===== src/rtl/lpc_defs.vh =====
/*
 * Constants for the link protocol control register bank: bus offsets,
 * field positions, masks, reset value and cycle timer counts.
 * Assumes inclusion by bare name from design files of this block only.
 */
`ifndef LPC_DEFS_VH
`define LPC_DEFS_VH

// Register byte offsets
`define LPC_SET_OFF 12'h0_E0
`define LPC_CLR_OFF 12'h0_E4
`define LPC_STAT_OFF 12'h0_F0

// Control field positions
`define LPC_ROLL_SEL_BIT 22
`define LPC_GEN_EN_BIT 21
`define LPC_OFS_EN_BIT 20
`define LPC_PHY_ACC_BIT 10
`define LPC_SID_ACC_BIT 9
`define LPC_SYNC_FRC_BIT 6

// Implemented, settable and clearable bits
`define LPC_IMPL_MASK 32'h0070_0640
`define LPC_SET_MASK 32'h0070_0640
`define LPC_CLR_MASK 32'h0070_0600
`define LPC_CTRL_RESET 32'h0000_0000

// Status field positions
`define LPC_STAT_OFS_LSB 0
`define LPC_STAT_OVL_BIT 16
`define LPC_STAT_EXT_BIT 17

// Cycle timer: ticks of the 24.576 MHz offset clock per 125 us cycle
`define LPC_CYCLE_TICKS 12'h0_C00
`define LPC_OFS_W 12

// Isochronous receive contexts served
`define LPC_NUM_IR_CTX 4

// AXI responses
`define LPC_RESP_OKAY 2'h0
`define LPC_RESP_DECERR 2'h3

`endif


===== src/rtl/lpc_sync2.v =====
/*
 * Two-flop synchroniser with a rising edge pulse on the synchronised level.
 * Assumes an asynchronous level input and one clock with synchronous reset.
 */
`timescale 1ns/1ps

module lpc_sync2 (
    // Clock and reset
    input wire aclk,
    input wire aresetn,
    // Asynchronous level in
    input wire async_in,
    // Synchronised level and its rising edge
    output wire level_out,
    output wire rise_out
);

    reg meta_q;
    reg sync_q;
    reg prev_q;

    // First flop feeds only the second; edge looks at later stages
    always @(posedge aclk)
    begin
        if (!aresetn)
        begin
            meta_q <= 1'b0;
            sync_q <= 1'b0;
            prev_q <= 1'b0;
        end
        else
        begin
            meta_q <= async_in;
            sync_q <= meta_q;
            prev_q <= sync_q;
        end
    end

    assign level_out = sync_q;
    assign rise_out = sync_q & ~prev_q;

endmodule // lpc_sync2


===== src/rtl/lpc_link_ctrl.v =====
/*
 * Link protocol control register bank with set and clear images on
 * AXI4-Lite, plus the cycle timer offset counter it steers and the
 * receive gating levels it drives.
 * Control bits, alike at both images:
 *   22 rollover select, 21 cycle start generator enable,
 *   20 cycle offset count enable, 10 PHY packet accept,
 *   9 self-ID accept, 6 sync filter force (set only, reset clears).
 * Status image at F0h, read only: 11:0 cycle offset,
 * 16 overlong cycle event, 17 synchronised cycle pin level.
 * Writes there or to any unmapped address change nothing and answer
 * with a decode error; unmapped reads return zero with the same error.
 * Bus timing: a write lands one edge after both halves are held, and
 * read data stand from the same edge that takes the address.
 * Limitation: in external rollover mode the offset stops at the top
 * count until the pin edge arrives, so a dead pin freezes the timer.
 * A received cycle start reloads the offset only while not root.
 * Assumes an offset clock tick strobe and receive events from logic on
 * aclk, an external cycle pin from outside, and aresetn as global reset.
 */
// Our own choices: the AXI4-Lite slave port and the address map.
// What this block does
// - Reserved bits 31-23, 19-11, 8-7 and 5-0 of the link control register read as zero.
// - With rollover select at 1 the cycle timer rolls over on the external cycle input.
// - With rollover select at 0 the cycle timer rolls over after 3072 offset clock ticks.
// - With the generator enable at 1 a cycle start request is issued at every rollover.
// - With the generator enable at 0 received cycle starts resynchronise the timer.
// - The generator enable is cleared by hardware when the overlong cycle event is 1.
// - Sets of the generator enable are ignored while the overlong cycle event is 1.
// - The cycle offset advances on offset clock ticks only while its count enable is 1.
// - PHY packets are stored only with their accept bit at 1 and the request context on.
// - Self-identification packets are accepted while the self-ID accept bit is 1.
// - With sync filter force at 1 every receive context sees its tag-one filter at 1.
// - With sync filter force at 0 each context's tag-one filter follows software.
// - Sync filter force can only be set by software and only global reset clears it.
// - The register is reached at E0h to set and E4h to clear, both reading the same.
`timescale 1ns/1ps
`include "lpc_defs.vh"

module lpc_link_ctrl (
    // Clock and global reset
    input wire aclk,
    input wire aresetn,
    // AXI4-Lite write address
    input wire [11:0] s_axi_awaddr,
    input wire s_axi_awvalid,
    output wire s_axi_awready,
    // AXI4-Lite write data
    input wire [31:0] s_axi_wdata,
    input wire [3:0] s_axi_wstrb,
    input wire s_axi_wvalid,
    output wire s_axi_wready,
    // AXI4-Lite write response
    output reg [1:0] s_axi_bresp,
    output reg s_axi_bvalid,
    input wire s_axi_bready,
    // AXI4-Lite read address
    input wire [11:0] s_axi_araddr,
    input wire s_axi_arvalid,
    output wire s_axi_arready,
    // AXI4-Lite read data
    output reg [31:0] s_axi_rdata,
    output reg [1:0] s_axi_rresp,
    output reg s_axi_rvalid,
    input wire s_axi_rready,
    // Cycle timer inputs
    input wire offset_clk_tick,
    input wire external_cycle_input,
    input wire overlong_cycle_event,
    input wire rx_cycle_start,
    input wire [11:0] rx_cycle_offset,
    // Cycle timer outputs
    output reg [11:0] cycle_offset,
    output reg cycle_rollover,
    output reg cycle_start_request,
    // Receive gating
    input wire async_receive_request_enable,
    output wire phy_packet_store_enable,
    output wire self_id_accept,
    // Isochronous receive tag-one sync filter
    input wire [3:0] tag_one_sync_filter_sw,
    output wire [3:0] tag_one_sync_filter,
    output wire sync_filter_force
);

    // Control register and bus state
    reg [31:0] ctrl_q;
    reg [31:0] ctrl_d;
    reg aw_full_q;
    reg [11:0] aw_addr_q;
    reg w_full_q;
    reg [31:0] w_data_q;
    reg [3:0] w_strb_q;
    reg [31:0] rd_data_d;
    reg [1:0] rd_resp_d;
    reg [11:0] ofs_d;
    reg roll_d;
    reg [31:0] stat_word;

    // Synchroniser outputs, write decode and control field views
    wire ext_level;
    wire ext_rise;
    wire do_write;
    wire wr_set;
    wire wr_clr;
    wire wr_hit;
    wire [31:0] byte_mask;
    wire [31:0] wr_bits;
    wire roll_sel;
    wire gen_en;
    wire ofs_en;
    wire ofs_at_top;
    wire ofs_step;

    // Field views of the control register
    assign roll_sel = ctrl_q[`LPC_ROLL_SEL_BIT];
    assign gen_en = ctrl_q[`LPC_GEN_EN_BIT];
    assign ofs_en = ctrl_q[`LPC_OFS_EN_BIT];

    // Top count and counting strobe shared by both rollover modes
    assign ofs_at_top = (cycle_offset == `LPC_CYCLE_TICKS - 12'h0_001);
    assign ofs_step = ofs_en & offset_clk_tick;

    // External cycle pin enters through two flops
    lpc_sync2 u_ext_sync (
        .aclk(aclk),
        .aresetn(aresetn),
        .async_in(external_cycle_input),
        .level_out(ext_level),
        .rise_out(ext_rise)
    );

    // Each channel is ready while its holding slot is empty
    assign s_axi_awready = ~aw_full_q;
    assign s_axi_wready = ~w_full_q;
    assign s_axi_arready = ~s_axi_rvalid;

    // Write fires once both halves are held and no response is pending
    assign do_write = aw_full_q & w_full_q & ~s_axi_bvalid;
    assign wr_set = do_write & (aw_addr_q == `LPC_SET_OFF);
    assign wr_clr = do_write & (aw_addr_q == `LPC_CLR_OFF);
    assign wr_hit = wr_set | wr_clr;

    // Byte strobes limit which bits a write may touch
    genvar lane;
    generate
        for (lane = 0; lane < 4; lane = lane + 1)
        begin : g_lane
            assign byte_mask[lane * 8 +: 8] = {8{w_strb_q[lane]}};
        end
    endgenerate

    assign wr_bits = w_data_q & byte_mask;

    // Write channel holding slots and response
    always @(posedge aclk)
    begin
        if (!aresetn)
        begin
            aw_full_q <= 1'b0;
            aw_addr_q <= 12'h0_000;
            w_full_q <= 1'b0;
            w_data_q <= 32'h0000_0000;
            w_strb_q <= 4'h0;
            s_axi_bvalid <= 1'b0;
            s_axi_bresp <= `LPC_RESP_OKAY;
        end
        else
        begin
            if (s_axi_awvalid && !aw_full_q)
            begin
                aw_full_q <= 1'b1;
                aw_addr_q <= s_axi_awaddr;
            end
            if (s_axi_wvalid && !w_full_q)
            begin
                w_full_q <= 1'b1;
                w_data_q <= s_axi_wdata;
                w_strb_q <= s_axi_wstrb;
            end
            if (do_write)
            begin
                aw_full_q <= 1'b0;
                w_full_q <= 1'b0;
                s_axi_bvalid <= 1'b1;
                if (wr_hit)
                    s_axi_bresp <= `LPC_RESP_OKAY;
                else
                    s_axi_bresp <= `LPC_RESP_DECERR; // Status is read-only
            end
            else if (s_axi_bvalid && s_axi_bready)
            begin
                s_axi_bvalid <= 1'b0;
            end
        end
    end

    // Next control value from set and clear images and hardware events
    always @*
    begin
        ctrl_d = ctrl_q;
        if (wr_set)
            ctrl_d = ctrl_q | (wr_bits & `LPC_SET_MASK);
        if (wr_clr)
            ctrl_d = ctrl_q & ~(wr_bits & `LPC_CLR_MASK);
        // Event wins over any set, so the enable cannot return until it drops
        if (overlong_cycle_event)
            ctrl_d[`LPC_GEN_EN_BIT] = 1'b0;
        ctrl_d = ctrl_d & `LPC_IMPL_MASK;
    end

    // Control register; global reset alone clears the force bit
    always @(posedge aclk)
    begin
        if (!aresetn)
            ctrl_q <= `LPC_CTRL_RESET;
        else
            ctrl_q <= ctrl_d;
    end

    // Status word for the read-only image; live values, no snapshot
    always @*
    begin
        stat_word = 32'h0000_0000;
        stat_word[`LPC_STAT_OFS_LSB +: `LPC_OFS_W] = cycle_offset;
        stat_word[`LPC_STAT_OVL_BIT] = overlong_cycle_event;
        stat_word[`LPC_STAT_EXT_BIT] = ext_level;
    end

    // Read data mux; both images show the same contents
    always @*
    begin
        rd_data_d = 32'h0000_0000;
        rd_resp_d = `LPC_RESP_OKAY;
        case (s_axi_araddr)
            `LPC_SET_OFF, `LPC_CLR_OFF:
            begin
                rd_data_d = ctrl_q & `LPC_IMPL_MASK;
            end
            `LPC_STAT_OFF:
            begin
                rd_data_d = stat_word;
            end
            default:
            begin
                rd_resp_d = `LPC_RESP_DECERR;
            end
        endcase
    end

    // Read channel: data registered at the same edge that takes the address
    always @(posedge aclk)
    begin
        if (!aresetn)
        begin
            s_axi_rvalid <= 1'b0;
            s_axi_rdata <= 32'h0000_0000;
            s_axi_rresp <= `LPC_RESP_OKAY;
        end
        else if (s_axi_arvalid && !s_axi_rvalid)
        begin
            s_axi_rvalid <= 1'b1;
            s_axi_rdata <= rd_data_d;
            s_axi_rresp <= rd_resp_d;
        end
        else if (s_axi_rvalid && s_axi_rready)
        begin
            s_axi_rvalid <= 1'b0;
        end
    end

    // Cycle offset next state: resync, then rollover, then count
    always @*
    begin
        ofs_d = cycle_offset;
        roll_d = 1'b0;
        if (!gen_en && rx_cycle_start)
        begin
            ofs_d = rx_cycle_offset;
        end
        else if (roll_sel)
        begin
            if (ext_rise)
            begin
                roll_d = 1'b1;
                ofs_d = 12'h0_000;
            end
            else if (ofs_step && !ofs_at_top)
            begin
                ofs_d = cycle_offset + 12'h0_001;
            end
        end
        else if (ofs_step)
        begin
            if (ofs_at_top)
            begin
                roll_d = 1'b1;
                ofs_d = 12'h0_000;
            end
            else
            begin
                ofs_d = cycle_offset + 12'h0_001;
            end
        end
    end

    // Offset counter; external mode waits at the top count for the pin
    always @(posedge aclk)
    begin
        if (!aresetn)
            cycle_offset <= 12'h0_000;
        else
            cycle_offset <= ofs_d;
    end

    // Rollover pulses stand one cycle; start request only while root
    always @(posedge aclk)
    begin
        if (!aresetn)
        begin
            cycle_rollover <= 1'b0;
            cycle_start_request <= 1'b0;
        end
        else
        begin
            cycle_rollover <= roll_d;
            cycle_start_request <= roll_d & gen_en;
        end
    end

    // Receive gating levels
    assign phy_packet_store_enable = ctrl_q[`LPC_PHY_ACC_BIT] & async_receive_request_enable;
    assign self_id_accept = ctrl_q[`LPC_SID_ACC_BIT];
    assign sync_filter_force = ctrl_q[`LPC_SYNC_FRC_BIT];

    // Force overrides software copy in every context, else it passes
    genvar ctx;
    generate
        for (ctx = 0; ctx < `LPC_NUM_IR_CTX; ctx = ctx + 1)
        begin : g_tag_one
            assign tag_one_sync_filter[ctx] = tag_one_sync_filter_sw[ctx] | sync_filter_force;
        end
    endgenerate

endmodule // lpc_link_ctrl


===== config.mk =====
export PLATFORM = sky130hd
export DESIGN_NAME = lpc_link_ctrl
export DESIGN_NICKNAME = d
export VERILOG_FILES = /design/src/rtl/lpc_sync2.v /design/src/rtl/lpc_link_ctrl.v
export VERILOG_INCLUDE_DIRS = /design/src /design/src/rtl
export SDC_FILE = /design/constraint.sdc
export NUM_CORES = 1
export LEC_CHECK = 0
export BUFFER_PORTS_ARGS = -buffer_cell sky130_fd_sc_hd__buf_4
export CORE_MARGIN = 2
export CORE_UTILIZATION = 24
export DETAILED_ROUTE_END_ITERATION = 12
export PLACE_DENSITY = 0.47
export SLEW_MARGIN = 20
export SYNTH_ARGS = -nofsm -noshare
export SYNTH_HDL_FRONTEND = slang
export SYNTH_SLANG_ARGS = --single-unit

===== constraint.sdc =====
create_clock -name aclk -period 2.4 [get_ports aclk]
set_clock_uncertainty 0.1 [all_clocks]
set_input_delay 0.72 -clock aclk [delete_from_list [all_inputs] [get_ports aclk]]
set_output_delay 0.72 -clock aclk [all_outputs]
set_load 0.01 [all_outputs]

==> results of run 1 <==
[cell usage after synthesis, drive strengths merged (2+ instances only)]
cell type  number  share of area
dfxtp          67           0.42
nand2          65          0.077
a21boi         25          0.059
nor2b          22          0.043
buf            19          0.045
clkbuf         17          0.020
nand3          16          0.025
o21ai          15          0.024
a22oi          13          0.046
nor2           13          0.016
a21oi          10          0.016
and2            9          0.018
nor3            9          0.018
inv             6         0.0071
mux2i           6          0.019
and3            4         0.0079
or2             4         0.0079
a221oi          3         0.0083
a32oi           3         0.0083
and3b           3         0.0083
nand2b          3         0.0059
nor3b           3         0.0071
nor4            3         0.0079
a211oi          2         0.0047
a22o            2         0.0055
and4            2         0.0055
nand4b          2         0.0055
o41ai           2         0.0079
or4             2         0.0059
[metal layers]
layer	GRT usage	vias to the layer above	wire length [um]
li1	-	1510	-
met1	0.169	1373	4240
met2	0.216	108	4370
met3	0.0469	10	682
met4	0.0417	0	90
met5	0	-	0
[stage by stage]
stage | cells | cell area (sq um)
final | 667 | 4510
after global routing | 667 | 4510
after CTS | 667 | 4510
after detailed placement | 651 | 4230
after global placement | 651 | 4230
after floorplan | 382 | 3230
[final timing paths]
kind                               end  slack (ns)  cells past startpoint
hold reg to reg   u_ext_sync.level_out        0.34                      1
setup / recovery        s_axi_rdata[0]        0.14                      7
setup reg to reg       cycle_offset[9]        0.32                      7
hold / removal    u_ext_sync.level_out        0.34                      1
[state kept, by name (all words and copies together) (netlist names), 3 cells and up, named ones only]
name / count
cycle_offset: 12
s_axi_rdata: 17
aw_addr_q: 12
w_strb_q: 3
w_data_q: 6
[cell families after synthesis]
| family | after synthesis | synth area share |
|---|---|---|
| buffers and inverters | 42 | 0.0729 |
| other | 1 | 0.00118 |
| adder cells (fa/ha/maj) | 1 | 0.00394 |
| multiplexers | 6 | 0.0189 |
| AND/OR/NAND/NOR | 164 | 0.269 |
| flip-flops | 67 | 0.422 |
| AO/OA/AOI/OAI | 87 | 0.212 |
[cell type report]
| class | instances | area share |
|---|---|---|
| tap | 176 | 0.0488 |
| sequential | 67 | 0.297 |
| clock inverter | 4 | 0.00554 |
| clock buffer | 12 | 0.0568 |
| inverter | 6 | 0.00499 |
| multi-input combinational | 273 | 0.367 |
| timing repair buffer | 129 | 0.220 |
[cell usage in the layout, fill, tap and decap left out, types with 4 or more instances in the layout]
| cell type | instances |
|---|---|
| sky130_fd_sc_hd__o21ai_0 | 15 |
| sky130_fd_sc_hd__nor2b_1 | 22 |
| sky130_fd_sc_hd__inv_1 | 6 |
| sky130_fd_sc_hd__or2_2 | 4 |
| sky130_fd_sc_hd__and3_1 | 4 |
| sky130_fd_sc_hd__conb_1 | 15 |
| sky130_fd_sc_hd__nand3_1 | 16 |
| sky130_fd_sc_hd__nor2_1 | 12 |
| sky130_fd_sc_hd__clkbuf_16 | 9 |
| sky130_fd_sc_hd__nand2_1 | 65 |
| sky130_fd_sc_hd__a21oi_1 | 10 |
| sky130_fd_sc_hd__a21boi_0 | 22 |
| sky130_fd_sc_hd__mux2i_1 | 6 |
| sky130_fd_sc_hd__dfxtp_1 | 67 |
| sky130_fd_sc_hd__a22oi_2 | 10 |
| sky130_fd_sc_hd__and2_1 | 9 |
| sky130_fd_sc_hd__nor3_1 | 8 |
| sky130_fd_sc_hd__buf_4 | 127 |
[power by group]
part	total (mW)	internal, mW	switching, mW
clock network	1.23	0.751	0.482
registers	1.19	1.16	0.0289
logic	0.338	0.171	0.166
total	2.76	2.08	0.677
==> results.yml, run 1 <==
hold_path:
  holdCritStartpoint: "u_ext_sync.meta_q"
  min_path_type: "reg2reg"
setup_path:
  timing.rr.start: "cycle_offset[1]"
  start_kind: "input port"
  crit_family: "simple AND/OR/NAND/NOR gates"
  critical-path-max-stage-delay_ns: 0.54
  worstPathBufferInverterCount: 2
  critical_path.cell_chain: "buf_4 -> or4_1 -> or4_4 -> nor3_4 -> buf_12 -> a22oi_1 -> nor2b_1"
  setup.worst_path.start: "s_axi_araddr[9]"
  critical_path_arrival_ns: 2.43
  timing.setup.critical_path_class: "in2reg"
  critPathCaptureType: "flip-flop"
  cell_with_the_largest_stage_delay_on_the_worst_path: "sky130_fd_sc_hd__or4_4"
  timing.critical_path.required_ns: 2.57
  worstPathMaxFanout: 11
synth:
  mappedNetlistArea_sq_um: 3180
  netlist-cell-type-count: 57
  synth_area_per_cell_sq_um: 8.63
  synth-seq-area-share: 0.422
  syn-instance-count: 368
  synth_seq_cells: 67
  synthFlopType: "sky130_fd_sc_hd__dfxtp_1"
  synth_edf_count: 0
  async_flop_share: 0
  ys.warnings.count: 0
clock_network:
  cts_buffer_depth: 2
  clock_network_latency_to_the_later_pin_of_the_worst_skew_pair_ns: 0.33
  clock_sink_count: 67
  tritoncts: "built"
  postCtsSetupBuffers: 0
  cts.repair.resized: 0
  cts_buffers: 9
  cts_hold_buffers: 0
  worst_setup_hold_path_clk_slew_ns: 0.05
  cts_root_buffer: "sky130_fd_sc_hd__clkbuf_16"
  htree_num_levels: 3
die:
  floorplan.die.width_um: 119
  die_area_sq_um: 14200
  floorplan.initialDensity: 0.243
  core-area_sq_um: 13100
  row_count: 42
  ios: 150
  die_height_um: 119
sta:
  final_critical_path_setup_slack_ns: 0.138
  fin_tns_setup_ns: 0
  setup-violations-final: 0
  maxSlewViolCount: 0
  final_min_period_over_clock_period: 0.942
  timing.slew.headroom: 0.630
  fmax_mhz: 442
  hold_viol_final: 0
  grt_setup_unrepaired: "no"
  tightest_slew_ns: 0.551
  final.min_clock_period_ns: 2.26
  fin_worst_hold_slack_ns: 0.335
layout:
  layout.filler_cells: 1373
  finish.utilization: 0.345
  final_nets: 575
  layout.area.seq_sq_um: 1340
  flow.area_growth_from_synthesis_pct: 42.2
  n_antenna_cell: 0
  post_route_cells_drive_above_1_share: 0.332
  multi_input_gate_area_in_the_final_layout_sq_um: 1660
power_and_ir_drop:
  p_per_area_nw_per_um2: 610
  total_leakage_power_nw: 1.91
  total_power_mw: 2.76
  irDropWorstVdd_uv: 272
grt:
  groute.usage.overall: 0.134
  grt_max_degree: 46
  grt_pass1_vias: 2875
  globalRoute.totalOverflow: 0
  grt_first_pass_wirelength_mm: 14.9
  grt_antenna_before_repair: 0
run:
  timing.max_cap.violations: 0
drt:
  drt-initial-drc-count: 114
  vias: 3001
  drt_drc_violations_left: 0
  per_cell_via_count_in_the_routed_design: 4.50
  wl_per_cell_um: 14.1
  detail_route.first_pass.iterations: 4
  final_wirelength_mm: 9.38
  route.antenna.remaining_nets: 0
placed_design:
  port_buffers: 107
  final_wtd_congestion: 0.838
  dpl.hpwl_mm: 7.16
  post-place-ws_ns: -0.207
status:
  status: "finished, final reports clean"
Power figures use the tool's default switching activity.
==> run 2, diff against run 1 <==
--- a/config.mk
+++ b/config.mk
@@ -10,7 +10,6 @@
 export CORE_MARGIN = 2
 export CORE_UTILIZATION = 24
 export DETAILED_ROUTE_END_ITERATION = 12
-export PLACE_DENSITY = 0.47
 export SLEW_MARGIN = 20
 export SYNTH_ARGS = -nofsm -noshare
 export SYNTH_HDL_FRONTEND = slang
==> run 2 against run 1 <==
Routed wire length fell by 1.1%; setup slack improved by 0.0016 ns; via count rose by 0.73%; hold slack improved by 0.0029 ns; largest cell class unchanged; global-route usage barely moved; clock-buffer cell count fell by 2; non-clock buffer count rose by 2; sequential power barely moved; maximum frequency barely moved; total power rose by 9.6%.
==> results.yml, run 2 (synthesized netlist as in run 1, its figures left out) <==
layout:
  reg.largest.list: "s_axi_rdata x17, aw_addr_q x12, cycle_offset x12"
  n_antenna_cell: 0
  layout_commonest_cell: "sky130_fd_sc_hd__buf_4"
  layout.filler_cells: 1361
  layout_common_cells: "130 x sky130_fd_sc_hd__buf_4, 67 x sky130_fd_sc_hd__dfxtp_1, 65 x sky130_fd_sc_hd__nand2_1"
  top_register: "s_axi_rdata"
  post_route_cells_drive_above_1_share: 0.335
  flip_flop_count_of_the_largest_register_after_layout: 17
  layout.cell_area.non_filler_sq_um: 4580
  final_nets: 577
  flow.area_growth_from_synthesis_pct: 44.2
grt:
  grt_first_pass_wirelength_mm: 15.1
  global_route.usage.met2: 0.212
  globalRoute.totalOverflow: 0
  grt_pass1_vias: 3004
  met3_usage: 0.0359
  groute.usage.overall: 0.134
  grt_max_degree: 51
  grt_antenna_before_repair: 0
  global_route_met1_usage: 0.170
  grt.busiest_layer: "met2"
sta:
  fmax_mhz: 442
  final_min_period_over_clock_period: 0.942
  tightest_slew_ns: 0.616
  grt_setup_unrepaired: "no"
  setup-violations-final: 0
  maxSlewViolCount: 0
  hold_viol_final: 0
  timing.slew.headroom: 0.588
  fin_tns_setup_ns: 0
  final.min_clock_period_ns: 2.26
setup_path:
  start_kind: "input port"
  critical-path-max-stage-delay_ns: 0.53
  critPathCaptureType: "flip-flop"
  crit_path_frequent_cell: "sky130_fd_sc_hd__buf_4"
  timing.critical_path.required_ns: 2.55
  critical_path.cell_chain: "buf_4 -> or4_1 -> or4_4 -> nor2_2 -> buf_4 -> nand3_1 -> a21boi_1"
  worstPathMaxFanout: 6
  crit_family: "simple AND/OR/NAND/NOR gates"
  critical_path_arrival_ns: 2.42
  cell_with_the_largest_stage_delay_on_the_worst_path: "sky130_fd_sc_hd__or4_4"
  worstPathBufferInverterCount: 2
  timing.setup.critical_path_class: "in2reg"
drt:
  wl_per_cell_um: 13.9
  per_cell_via_count_in_the_routed_design: 4.52
  drt_drc_violations_left: 0
  drt-initial-drc-count: 157
  vias: 3023
  route.antenna.remaining_nets: 0
  detail_route.first_pass.iterations: 4
  final_wirelength_mm: 9.28
clock_network:
  cts_buffer_depth: 2
  cts_hold_buffers: 0
  clock_sink_count: 67
  tritoncts: "built"
  cts.repair.resized: 0
  cts_root_buffer: "sky130_fd_sc_hd__clkbuf_16"
  postCtsSetupBuffers: 0
  cts_buffers: 9
  htree_num_levels: 3
  worst_setup_hold_path_clk_slew_ns: 0.05
  clock_network_latency_to_the_later_pin_of_the_worst_skew_pair_ns: 0.33
placed_design:
  dpl-instance-area_sq_um: 4240
  dpl.hpwl_mm: 7.08
  final_wtd_congestion: 0.837
  port_buffers: 107
die:
  ios: 150
  die_height_um: 119
  row_count: 42
  die_area_sq_um: 14200
  floorplan.die.width_um: 119
  core-area_sq_um: 13100
  floorplan.initialDensity: 0.243
power_and_ir_drop:
  total_power_mw: 3.02
  irDropWorstVdd_uv: 370
  p_per_area_nw_per_um2: 660
  total_leakage_power_nw: 1.94
hold_path:
  min_path_type: "reg2reg"
run:
  timing.max_cap.violations: 0
status:
  status: "finished, final reports clean"
## run 2: changes by cell type in the layout (fill, tap and decap cells not counted), sizes merged
cell,before,now
buf,129,131
clkbuf,12,10
clkinv,2,1
bufinv,0,3
## run 2: area by class of cell
type | count | area [sq um] | area share
Sequential cell | 67 | 1340 | 0.293
Tap cell | 176 | 220 | 0.0481
Clock inverter | 6 | 114 | 0.0249
Multi-Input combinational cell | 273 | 1660 | 0.362
Clock buffer | 10 | 229 | 0.0500
Timing Repair Buffer | 131 | 996 | 0.218
Inverter | 6 | 22.5 | 0.00492
## run 2: power breakdown
part           leakage [nW]  switching [mW]  internal (mW)
Sequential            0.547          0.0287           1.16
Clock                 0.159           0.485           1.02
Combinational          1.23           0.167          0.168
Total                  1.94           0.681           2.34
## run 2: path summary, 6_finish.rpt
path | startpoint | end | slack (ns) | cells after the start
max reg2reg | cycle_offset[10] | cycle_offset[1] | 0.30 | 6
min reg2reg | u_ext_sync.meta_q | u_ext_sync.level_out | 0.34 | 1
max | s_axi_araddr[9] | s_axi_rdata[21] | 0.14 | 7
min | u_ext_sync.meta_q | u_ext_sync.level_out | 0.34 | 1
## run 2: per-stage QoR
step	cells	hold WS [ns]	setup slack (ns)	util
after floorplan	382	0.312	-0.0214	-
after global placement	653	0.329	-0.183	0.324
after detailed placement	653	0.327	-0.208	0.324
after CTS	669	0.340	0.138	0.350
after global routing	669	0.367	0.0492	0.350
final	669	0.338	0.140	0.350
## run 2: per-layer routing
metal,wire length [um],share of wire
met5,0,0
met4,249,0.027
met3,590,0.064
met2,4260,0.46
met1,4170,0.45
